<file path="src/logic/cmp1_mode_map.svh">
// Offsets, field positions and reset values of the comparator1 mode register
`ifndef CMP1_MODE_MAP_SVH
`define CMP1_MODE_MAP_SVH

// ==========================================================================
// Register address and reset value
`define CMP1_MODE_SEL_ADDR      8'h9C
`define CMP1_MODE_SEL_RESET     8'h02

// ==========================================================================
// Field positions
`define CMP1_RISE_IRQ_EN_BIT    5
`define CMP1_FALL_IRQ_EN_BIT    4
`define CMP1_RESP_MODE_HI_BIT   1
`define CMP1_RESP_MODE_LO_BIT   0
`define CMP1_MODE_WR_MASK       8'h33

// ==========================================================================
// Typical response times per mode, in ns
`define CMP1_RESP_MODE0_NS      100
`define CMP1_RESP_MODE1_NS      175
`define CMP1_RESP_MODE2_NS      320
`define CMP1_RESP_MODE3_NS      1050

`endif

</file>
<file path="src/logic/cmp1_mode_pkg.sv">
// Types for the comparator1 mode register block
package cmp1_mode_pkg;

	typedef enum logic [1:0] {
		RESP_MODE_FASTEST,
		RESP_MODE_FAST,
		RESP_MODE_SLOW,
		RESP_MODE_SLOWEST
	} resp_mode_t;

	// Register image as seen by software
	typedef struct packed {
		logic [1:0] unused_hi;
		logic       cmp1_rise_irq_en;
		logic       cmp1_fall_irq_en;
		logic [1:0] unused_lo;
		resp_mode_t cmp1_resp_mode;
	} mode_reg_t;

	// Special-function register access from the core
	typedef struct packed {
		logic [7:0] addr;
		logic       wr;
		logic       rd;
		logic [7:0] wdata;
	} sfr_req_t;

endpackage

</file>
<file path="src/logic/cmp1_mode_regs.sv">
// Comparator1 mode select register with edge-event interrupt request
//
// Operation
// - Bits 7, 6, 3 and 2 of the mode register read as zero and ignore writes.
// - Bit 5 enables a rising-edge event to request an interrupt.
// - Bit 4 enables a falling-edge event to request an interrupt.
// - Bits 1-0 hold the response-time mode code driven to the comparator.
// - A rising comparator output sets a sticky flag cleared only by a software zero write.
// - A falling comparator output sets a sticky flag cleared only by a software zero write.
`timescale 1ns/10ps
`include "cmp1_mode_map.svh"

module cmp1_mode_regs
	import cmp1_mode_pkg::*;
(
	// Clock and reset
	input  wire logic       MCLK_I,
	input  wire logic       RST_N_I,
	// Special-function register access
	input  wire sfr_req_t   SFR_REQ_I,
	output logic      [7:0] SFR_RDATA_O,
	// Comparator output and edge flags from the control register
	input  wire logic       CMP1_OUT_I,
	input  wire logic       FLAG_WR_I,
	input  wire logic       RISE_FLAG_WDATA_I,
	input  wire logic       FALL_FLAG_WDATA_I,
	output logic            CMP1_RISE_FLAG_O,
	output logic            CMP1_FALL_FLAG_O,
	// Analog side and interrupt
	output resp_mode_t      CMP1_RESP_MODE_O,
	output logic            CMP1_IRQ_O
);

	// ======================================================================
	// Mode register
	mode_reg_t mode_reg;
	logic      sel;
	logic      cmp_prev;
	logic      rise_evt;
	logic      fall_evt;

	// ======================================================================
	// Elaboration checks
	// The mask and field positions assume a byte-wide register image
	localparam int REG_W = $bits(mode_reg_t);

	if (REG_W != 8) begin : g_reg_w_bad
		$error("mode register image must be 8 bits wide");
	end

	assign sel = SFR_REQ_I.addr == `CMP1_MODE_SEL_ADDR;

	always_ff @(posedge MCLK_I or negedge RST_N_I) begin
		if (!RST_N_I) begin
			mode_reg <= mode_reg_t'(`CMP1_MODE_SEL_RESET);
		end else if (sel && SFR_REQ_I.wr) begin
			// Unused bits masked off so they stay zero
			mode_reg <= mode_reg_t'(SFR_REQ_I.wdata & `CMP1_MODE_WR_MASK);
		end
	end

	assign CMP1_RESP_MODE_O = mode_reg.cmp1_resp_mode;

	// ======================================================================
	// Read data, registered
	always_ff @(posedge MCLK_I or negedge RST_N_I) begin
		if (!RST_N_I) begin
			SFR_RDATA_O <= 8'h00;
		end else if (sel && SFR_REQ_I.rd) begin
			SFR_RDATA_O <= 8'(mode_reg) & `CMP1_MODE_WR_MASK;
		end else begin
			SFR_RDATA_O <= 8'h00;
		end
	end

	// ======================================================================
	// Edge detection
	always_ff @(posedge MCLK_I or negedge RST_N_I) begin
		if (!RST_N_I) begin
			cmp_prev <= 1'b0;
		end else begin
			cmp_prev <= CMP1_OUT_I;
		end
	end

	assign rise_evt = CMP1_OUT_I & ~cmp_prev;
	assign fall_evt = ~CMP1_OUT_I & cmp_prev;

	// ======================================================================
	// Sticky flags; a new edge wins over a same-cycle clear
	always_ff @(posedge MCLK_I or negedge RST_N_I) begin
		if (!RST_N_I) begin
			CMP1_RISE_FLAG_O <= 1'b0;
		end else if (rise_evt) begin
			CMP1_RISE_FLAG_O <= 1'b1;
		end else if (FLAG_WR_I && !RISE_FLAG_WDATA_I) begin
			CMP1_RISE_FLAG_O <= 1'b0;
		end
	end

	always_ff @(posedge MCLK_I or negedge RST_N_I) begin
		if (!RST_N_I) begin
			CMP1_FALL_FLAG_O <= 1'b0;
		end else if (fall_evt) begin
			CMP1_FALL_FLAG_O <= 1'b1;
		end else if (FLAG_WR_I && !FALL_FLAG_WDATA_I) begin
			CMP1_FALL_FLAG_O <= 1'b0;
		end
	end

	// ======================================================================
	// Interrupt request
	assign CMP1_IRQ_O = (CMP1_RISE_FLAG_O & mode_reg.cmp1_rise_irq_en)
		| (CMP1_FALL_FLAG_O & mode_reg.cmp1_fall_irq_en);

	// ======================================================================
	// Assertions
	a_unused_read_zero: assert property (@(posedge MCLK_I) disable iff (!RST_N_I)
		(SFR_RDATA_O[7:6] == 2'b00) && (SFR_RDATA_O[3:2] == 2'b00))
		else $error("unused mode bits read nonzero");

	a_mode_write_lands: assert property (@(posedge MCLK_I) disable iff (!RST_N_I)
		sel && SFR_REQ_I.wr |=> CMP1_RESP_MODE_O == resp_mode_t'($past(SFR_REQ_I.wdata[1:0])))
		else $error("response mode not taken from write");

	a_rise_en_write: assert property (@(posedge MCLK_I) disable iff (!RST_N_I)
		sel && SFR_REQ_I.wr |=> mode_reg.cmp1_rise_irq_en == $past(SFR_REQ_I.wdata[5]))
		else $error("rise enable not taken from write");

	a_fall_en_write: assert property (@(posedge MCLK_I) disable iff (!RST_N_I)
		sel && SFR_REQ_I.wr |=> mode_reg.cmp1_fall_irq_en == $past(SFR_REQ_I.wdata[4]))
		else $error("fall enable not taken from write");

	a_rise_sets_flag: assert property (@(posedge MCLK_I) disable iff (!RST_N_I)
		$rose(CMP1_OUT_I) |=> CMP1_RISE_FLAG_O)
		else $error("rising edge did not set flag");

	a_fall_sets_flag: assert property (@(posedge MCLK_I) disable iff (!RST_N_I)
		$fell(CMP1_OUT_I) |=> CMP1_FALL_FLAG_O)
		else $error("falling edge did not set flag");

	a_rise_flag_sticky: assert property (@(posedge MCLK_I) disable iff (!RST_N_I)
		CMP1_RISE_FLAG_O && !(FLAG_WR_I && !RISE_FLAG_WDATA_I) |=> CMP1_RISE_FLAG_O)
		else $error("rise flag dropped without clear");

	a_fall_flag_sticky: assert property (@(posedge MCLK_I) disable iff (!RST_N_I)
		CMP1_FALL_FLAG_O && !(FLAG_WR_I && !FALL_FLAG_WDATA_I) |=> CMP1_FALL_FLAG_O)
		else $error("fall flag dropped without clear");

	a_irq_has_cause: assert property (@(posedge MCLK_I) disable iff (!RST_N_I)
		CMP1_IRQ_O |-> (CMP1_RISE_FLAG_O && mode_reg.cmp1_rise_irq_en)
		|| (CMP1_FALL_FLAG_O && mode_reg.cmp1_fall_irq_en))
		else $error("irq high without an enabled flag");

	a_irq_rise: assert property (@(posedge MCLK_I) disable iff (!RST_N_I)
		CMP1_RISE_FLAG_O && mode_reg.cmp1_rise_irq_en |-> CMP1_IRQ_O)
		else $error("enabled rise flag gave no irq");

	a_irq_fall: assert property (@(posedge MCLK_I) disable iff (!RST_N_I)
		CMP1_FALL_FLAG_O && mode_reg.cmp1_fall_irq_en |-> CMP1_IRQ_O)
		else $error("enabled fall flag gave no irq");

	a_irq_masked: assert property (@(posedge MCLK_I) disable iff (!RST_N_I)
		!mode_reg.cmp1_rise_irq_en && !mode_reg.cmp1_fall_irq_en |-> !CMP1_IRQ_O)
		else $error("irq high with both enables clear");

	a_rise_set_wins: assert property (@(posedge MCLK_I) disable iff (!RST_N_I)
		rise_evt && FLAG_WR_I && !RISE_FLAG_WDATA_I |=> CMP1_RISE_FLAG_O)
		else $error("rise clear beat a same-cycle edge");

	a_fall_set_wins: assert property (@(posedge MCLK_I) disable iff (!RST_N_I)
		fall_evt && FLAG_WR_I && !FALL_FLAG_WDATA_I |=> CMP1_FALL_FLAG_O)
		else $error("fall clear beat a same-cycle edge");

	a_rise_clear: assert property (@(posedge MCLK_I) disable iff (!RST_N_I)
		FLAG_WR_I && !RISE_FLAG_WDATA_I && !rise_evt |=> !CMP1_RISE_FLAG_O)
		else $error("rise flag not cleared by zero write");

	a_fall_clear: assert property (@(posedge MCLK_I) disable iff (!RST_N_I)
		FLAG_WR_I && !FALL_FLAG_WDATA_I && !fall_evt |=> !CMP1_FALL_FLAG_O)
		else $error("fall flag not cleared by zero write");

	a_rise_no_self: assert property (@(posedge MCLK_I) disable iff (!RST_N_I)
		!CMP1_RISE_FLAG_O && !rise_evt |=> !CMP1_RISE_FLAG_O)
		else $error("rise flag set without an edge");

	a_fall_no_self: assert property (@(posedge MCLK_I) disable iff (!RST_N_I)
		!CMP1_FALL_FLAG_O && !fall_evt |=> !CMP1_FALL_FLAG_O)
		else $error("fall flag set without an edge");

	a_read_enables: assert property (@(posedge MCLK_I) disable iff (!RST_N_I)
		sel && SFR_REQ_I.rd |=> SFR_RDATA_O[5:4]
		== $past({mode_reg.cmp1_rise_irq_en, mode_reg.cmp1_fall_irq_en}))
		else $error("read data enables differ from register");

	a_read_mode_bits: assert property (@(posedge MCLK_I) disable iff (!RST_N_I)
		sel && SFR_REQ_I.rd |=> SFR_RDATA_O[1:0] == 2'($past(mode_reg.cmp1_resp_mode)))
		else $error("read data mode differs from register");

	a_rdata_idle: assert property (@(posedge MCLK_I) disable iff (!RST_N_I)
		!(sel && SFR_REQ_I.rd) |=> SFR_RDATA_O == 8'h00)
		else $error("read data nonzero without a read");

	a_unused_zero: assert property (@(posedge MCLK_I) disable iff (!RST_N_I)
		(mode_reg.unused_hi == 2'b00) && (mode_reg.unused_lo == 2'b00))
		else $error("unused mode bits hold a one");

	a_mode_holds: assert property (@(posedge MCLK_I) disable iff (!RST_N_I)
		!(sel && SFR_REQ_I.wr) |=> $stable(CMP1_RESP_MODE_O))
		else $error("response mode changed without a write");

	a_rise_en_hold: assert property (@(posedge MCLK_I) disable iff (!RST_N_I)
		!(sel && SFR_REQ_I.wr) |=> $stable(mode_reg.cmp1_rise_irq_en))
		else $error("rise enable changed without a write");

	a_fall_en_hold: assert property (@(posedge MCLK_I) disable iff (!RST_N_I)
		!(sel && SFR_REQ_I.wr) |=> $stable(mode_reg.cmp1_fall_irq_en))
		else $error("fall enable changed without a write");

endmodule

</file>
<file path="config.mk">
export PLATFORM = sky130hd
export DESIGN_NAME = cmp1_mode_regs
export DESIGN_NICKNAME = d
export VERILOG_FILES = /design/src/logic/cmp1_mode_pkg.sv /design/src/logic/cmp1_mode_regs.sv
export VERILOG_INCLUDE_DIRS = /design/src /design/src/logic
export SDC_FILE = /design/constraint.sdc
export NUM_CORES = 1
export LEC_CHECK = 0
export ABC_AREA = 1
export BUFFER_PORTS_ARGS = -buffer_cell sky130_fd_sc_hd__buf_4
export CELL_PAD_IN_SITES_DETAIL_PLACEMENT = 0
export CELL_PAD_IN_SITES_GLOBAL_PLACEMENT = 1
export CORE_MARGIN = 2
export CORE_UTILIZATION = 23
export CTS_CLUSTER_SIZE = 25
export DETAILED_ROUTE_END_ITERATION = 10
export GPL_ROUTABILITY_DRIVEN = 0
export PLACE_DENSITY_LB_ADDON = 0.2
export SYNTH_ARGS = -nofsm -noshare
export SYNTH_HDL_FRONTEND = slang
export SYNTH_SLANG_ARGS = --single-unit
export TNS_END_PERCENT = 5
</file>
<file path="constraint.sdc">
create_clock -name MCLK_I -period 0.8 [get_ports MCLK_I]
set_input_delay 0.16 -clock MCLK_I [delete_from_list [all_inputs] [get_ports MCLK_I]]
set_output_delay 0.16 -clock MCLK_I [all_outputs]
set_load 0.02 [all_outputs]
</file>
==> results of run 1 <==
## placed cells by master (no fill, tap or decap), drive strengths merged
| cell | Yosys | final |
|---|---|---|
| a22o | 1 | 1 |
| nand3 | 2 | 2 |
| clkbuf | 0 | 4 |
| dfstp | 1 | 1 |
| o21ai | 3 | 3 |
| dfrtp | 10 | 10 |
| nor2 | 6 | 6 |
| buf | 6 | 35 |
| inv | 10 | 10 |
| conb | 1 | 4 |
| dlygate4sd3 | 0 | 1 |
| nand2 | 14 | 14 |
| nand4 | 4 | 4 |
## report_power, final
| part | leakage [nW] | internal [mW] | switching, mW |
|---|---|---|---|
| logic | 0.304 | 0.154 | 0.120 |
| clock network | 0.0150 | 0.193 | 0.174 |
| registers | 0.140 | 0.584 | 0.0181 |
| total | 0.459 | 0.930 | 0.312 |
## metal layers
metal,part of all wire,routed length (um),vias up
li1,-,-,244
met2,0.47,500,23
met5,0,0,-
met1,0.41,435,205
met3,0.087,92,2
met4,0.026,27,0
## cell families after synthesis
kind of cell | after synthesis
compound gates | 4
buf+inv | 16
flops | 11
other cells | 1
simple gates | 26
## final timing paths
check                                          from                   to  depth (start not counted)
worst max-delay path                    mode_reg[4]           CMP1_IRQ_O                          2
worst min-delay path                     CMP1_OUT_I             cmp_prev                          1
worst max register to register          mode_reg[4]          mode_reg[4]                          4
worst min register to register  CMP1_RESP_MODE_O[1]  CMP1_RESP_MODE_O[1]                          2
max in group asynchronous                   RST_N_I  CMP1_RESP_MODE_O[1]                          2
min in group asynchronous                   RST_N_I       SFR_RDATA_O[4]                          2
## cell type report
type | count | area [um^2] | share of cell area
Timing Repair Buffer | 36 | 314 | 0.360
Clock buffer | 4 | 26.3 | 0.0301
Inverter | 10 | 37.5 | 0.0430
Sequential cell | 11 | 279 | 0.320
Multi-Input combinational cell | 34 | 180 | 0.207
Tap cell | 28 | 35.0 | 0.0402
## timing repair
item                                    4_1_cts  5_1_grt
endpoints found under the hold margin        11        0
endpoints found under the setup margin       10       11
gates resized for setup                      13        4
hold buffers                                  1        0
buffers inserted                              0        1
pin swaps                                     0        1
## Yosys cell counts
| cell | n |
|---|---|
| a22o_1 | 1 |
| buf_4 | 6 |
| conb_1 | 1 |
| dfrtp_1 | 10 |
| dfstp_2 | 1 |
| inv_1 | 10 |
| nand2_1 | 14 |
| nand3_2 | 2 |
| nand4_1 | 4 |
| nor2_1 | 4 |
| nor2_2 | 2 |
| o21ai_0 | 3 |
## through the flow
stage               hold WS (ps)  total power, mW
detailed placement         0.823            0.849
finish                      23.4             1.24
global route                4.84             1.33
floorplan                   -136            0.718
global placement            1.58            0.847
CTS                         15.8             1.25
==> results.sh, run 1 <==
export IMPL_synth_simple_gate_area_frac=0.244
export IMPL_clock_sink_count=11
export IMPL_post_dp_hpwl_um=845
export IMPL_fillerInstances=228
export IMPL_cts_max_path_buffers=2
export IMPL_chipWidth_um=51.2
export IMPL_placementRows=17
export IMPL_ys_ff_latch=11
export IMPL_dpl_worst_slack_ps=-170
export IMPL_power_density_nw_per_um2=1420
export IMPL_finalNonFillerCells=123
export IMPL_drc_errors=0
export IMPL_antenna_left=0
export IMPL_fin_area_um2=872
export IMPL_synth_top_family_by_area="simple AND/OR/NAND/NOR gates"
export IMPL_end_kind="output port"
export IMPL_die_y_um=51.2
export IMPL_finalCriticalPeriod_ps=1200
export IMPL_cts_buffers=3
export IMPL_clkLatencyLatePin_ps=260
export IMPL_critical_path_top_delay_family="flip-flops"
export IMPL_timing_critical_path_arrival_ps=1040
export IMPL_fin_worst_skew_ps=3.85
export IMPL_ir_worst_vdd_mv=0.481
export IMPL_critical_path_peak_fanout=2
export IMPL_grt_max_degree=12
export IMPL_muxShareOfSynthArea=0
export IMPL_mappedNetlistArea_um2=512
export IMPL_detailedRoute_firstIterationViolations=3
export IMPL_sequential_area_share_after_synthesis=0.540
export IMPL_cts_tree="done"
export IMPL_ioPinCount=37
export IMPL_global_route_track_usage_on_met3=0.0205
export IMPL_drv_slew=0
export IMPL_ys_warnings_count=0
export IMPL_violations_in_the_final_reports="negative setup slack"
export IMPL_numPortBuffers=28
export IMPL_initial_utilization=0.238
export IMPL_yosys_cell_types=12
export IMPL_timing_setup_critical_path_class="flop to output port"
export IMPL_h_tree_depth=1
export IMPL_critPathMaxStageDelay_ps=400
export IMPL_design_final_nets=120
export IMPL_synthesis_area_per_instance_um2=8.82
export IMPL_timing_critical_path_slowest_stage_cell="dfrtp_1"
export IMPL_critical_path_buf_inv_count=1
export IMPL_min_path_type="input pin to flop"
export IMPL_place_inst=117
export IMPL_placement_cell_area_um2=779
export IMPL_wl_um=1060
export IMPL_drt_pass1_iter_count=2
export IMPL_antenna_violations_before_repair=0
export IMPL_clk_pin_slew_ps=60
export IMPL_cp_cell_sequence="a22o_4 > buf_6"
export IMPL_report_final_setup_viol=11
export IMPL_grt_pass1_wl_um=1850
export IMPL_timing_hold_violations_final=0
export IMPL_routedWlPerCell_um=8.58
export IMPL_busiest_layer="met2"
export IMPL_global_route_usage_met2=0.136
export IMPL_netlist_top_cells_area="dfrtp_1, nand2_1, buf_4"
export IMPL_grt_usage=0.0996
export IMPL_dieArea_um2=2620
export IMPL_fin_ws_ps=-396
export IMPL_num_vias=474
export IMPL_number_of_global_route_vias_before_repair=461
export IMPL_worst_endpoint_required_ps=640
export IMPL_synth_area_leader_cell="dfrtp_1"
export IMPL_grt_use_met1=0.122
export IMPL_cap_viol_max_count=0
export IMPL_timing_fmax_ghz=0.836
export IMPL_synthXorXnorAreaFrac=0
export IMPL_grt_setup_unrepaired="true"
export IMPL_cp_start_kind="flop"
export IMPL_finalSetupTns_ps=-1950
export IMPL_grt_remaining_overflow=0
export IMPL_cts_root_buffer="clkbuf_4"
export IMPL_r2r_setup_slack_ps=-40
export IMPL_min_period_over_period=1.49
export IMPL_layout_overhead_on_the_synthesized_area_pct=70.4
export IMPL_num_antenna_cells=0
export IMPL_total_leakage_power_nw=0.459
export IMPL_final_core_utilization=0.406
export IMPL_coreArea_um2=2150
export IMPL_synth_top_cell_area_share=0.489
export IMPL_synth_fa_ha_area_frac=0
export IMPL_final_layout_size_suffix_gt1_frac=0.516
export IMPL_synth_cells=58
export IMPL_outcome="complete, but fails checks"
export IMPL_route_detailed_vias_per_inst=3.85
export IMPL_share_of_the_synthesized_area_in_compound_gates_ao_oa_aoi_oai=0.0465
export IMPL_largest_register_ffs=4
(Power assumes the default switching activity.)
==> run 2, diff against run 1 <==
--- a/config.mk
+++ b/config.mk
@@ -16,6 +16,7 @@
 export DETAILED_ROUTE_END_ITERATION = 10
 export GPL_ROUTABILITY_DRIVEN = 0
 export PLACE_DENSITY_LB_ADDON = 0.2
+export SETUP_SLACK_MARGIN = 0.02
 export SYNTH_ARGS = -nofsm -noshare
 export SYNTH_HDL_FRONTEND = slang
 export SYNTH_SLANG_ARGS = --single-unit
==> results.sh, run 2 (synthesis results as in run 1) <==
export IMPL_power_density_nw_per_um2=1430
export IMPL_cts_max_path_buffers=2
export IMPL_grt_usage=0.0996
export IMPL_layout_overhead_on_the_synthesized_area_pct=69.7
export IMPL_grt_setup_unrepaired="true"
export IMPL_chipWidth_um=51.2
export IMPL_clkLatencyLatePin_ps=260
export IMPL_clk_pin_slew_ps=60
export IMPL_timing_setup_critical_path_class="flop to output port"
export IMPL_fin_ws_ps=-396
export IMPL_end_kind="output port"
export IMPL_sequential_cell_area_um2=279
export IMPL_initial_utilization=0.238
export IMPL_grt_max_degree=12
export IMPL_timing_critical_path_arrival_ps=1040
export IMPL_worst_endpoint_required_ps=640
export IMPL_timing_hold_violations_final=0
export IMPL_clock_sink_count=11
export IMPL_final_cell_mix="buf_4, nand2_1, buf_6"
export IMPL_wl_um=1060
export IMPL_numPortBuffers=28
export IMPL_outcome="complete, but fails checks"
export IMPL_cts_tree="done"
export IMPL_post_dp_hpwl_um=845
export IMPL_hold_ws_ps=23.4
export IMPL_num_vias=474
export IMPL_report_final_setup_viol=11
export IMPL_cts_buffers=3
export IMPL_cp_start_kind="flop"
export IMPL_violations_in_the_final_reports="negative setup slack"
export IMPL_grt_remaining_overflow=0
export IMPL_largest_register_ffs=4
export IMPL_coreArea_um2=2150
export IMPL_num_antenna_cells=0
export IMPL_cap_viol_max_count=0
export IMPL_finalCriticalPeriod_ps=1200
export IMPL_total_leakage_power_nw=0.458
export IMPL_fillerInstances=230
export IMPL_cts_root_buffer="clkbuf_4"
export IMPL_layout_cells_most_common="buf_4"
export IMPL_multi_input_comb_area_um2=176
export IMPL_antenna_left=0
export IMPL_fin_worst_skew_ps=3.80
export IMPL_min_period_over_period=1.49
export IMPL_routedWlPerCell_um=8.60
export IMPL_min_path_type="input pin to flop"
export IMPL_antenna_violations_before_repair=0
export IMPL_h_tree_depth=1
export IMPL_detailedRoute_firstIterationViolations=3
export IMPL_grt_pass1_wl_um=1850
export IMPL_die_y_um=51.2
export IMPL_ioPinCount=37
export IMPL_dieArea_um2=2620
export IMPL_dpl_worst_slack_ps=-170
export IMPL_route_detailed_vias_per_inst=3.85
export IMPL_critical_path_peak_fanout=2
export IMPL_timing_fmax_ghz=0.836
export IMPL_final_layout_size_suffix_gt1_frac=0.505
export IMPL_ir_worst_vdd_mv=0.481
export IMPL_drc_errors=0
export IMPL_drt_pass1_iter_count=2
export IMPL_drv_slew=0
export IMPL_placementRows=17
export IMPL_number_of_global_route_vias_before_repair=461
export IMPL_design_final_nets=120
run 2: changes by cell type in the layout (fill, tap and decap cells not counted):
cell	before	now
o21ai_2	2	1
o21ai_0	0	1
run 2: through the flow:
| stage | instances | setup TNS [ps] | power [mW] | instance area [um^2] | utilization |
|---|---|---|---|---|---|
| after floorplan | 61 | -82.6 | 0.718 | 534 | - |
| after global placement | 117 | -1260 | 0.847 | 779 | 0.363 |
| after detailed placement | 117 | -1340 | 0.849 | 779 | 0.363 |
| after CTS | 122 | -2000 | 1.25 | 857 | 0.399 |
| after global routing | 123 | -2410 | 1.32 | 868 | 0.404 |
| final | 123 | -1950 | 1.24 | 868 | 0.404 |
run 2: repair_timing:
item,4_1_cts,5_1_grt
hold buffers,1,0
buffers inserted,0,1
resized for setup,13,2
setup endpoints to repair,11,11
pin swaps,1,0
endpoints found under the hold margin,11,0
run 2: cell type report:
cell class / count / share of cell area
clock buffer: 4 / 0.0303
inverter: 10 / 0.0432
multi-input combinational: 34 / 0.203
sequential: 11 / 0.321
tap: 28 / 0.0403
timing repair buffer: 36 / 0.362
run 2: path summary, 6_finish.rpt:
kind                                       end           startpoint  slack, ps  depth (start not counted)
max in group asynchronous  CMP1_RESP_MODE_O[1]              RST_N_I        320                          2
hold / removal                        cmp_prev           CMP1_OUT_I         20                          1
setup reg to reg                   mode_reg[4]          mode_reg[4]        -40                          4
min in group asynchronous       SFR_RDATA_O[4]              RST_N_I        260                          2
hold reg to reg            CMP1_RESP_MODE_O[1]  CMP1_RESP_MODE_O[1]        480                          2
setup / recovery                    CMP1_IRQ_O          mode_reg[4]       -400                          2
run 2: critical path: stages, from the launching register on:
cell and delay [ps]:
dfrtp_1 390, a22o_4 260, buf_6 120
run 2: layer usage:
layer / GRT usage / vias up / part of all wire
li1: - / 244 / -
met1: 0.122 / 205 / 0.42
met2: 0.136 / 23 / 0.47
met3: 0.0205 / 2 / 0.087
met4: 0.108 / 0 / 0.026
met5: 0 / - / 0
run 2: where the power goes:
part	switching, mW	internal [mW]
Clock	0.174	0.193
Sequential	0.0181	0.584
Combinational	0.117	0.152
Total	0.310	0.928
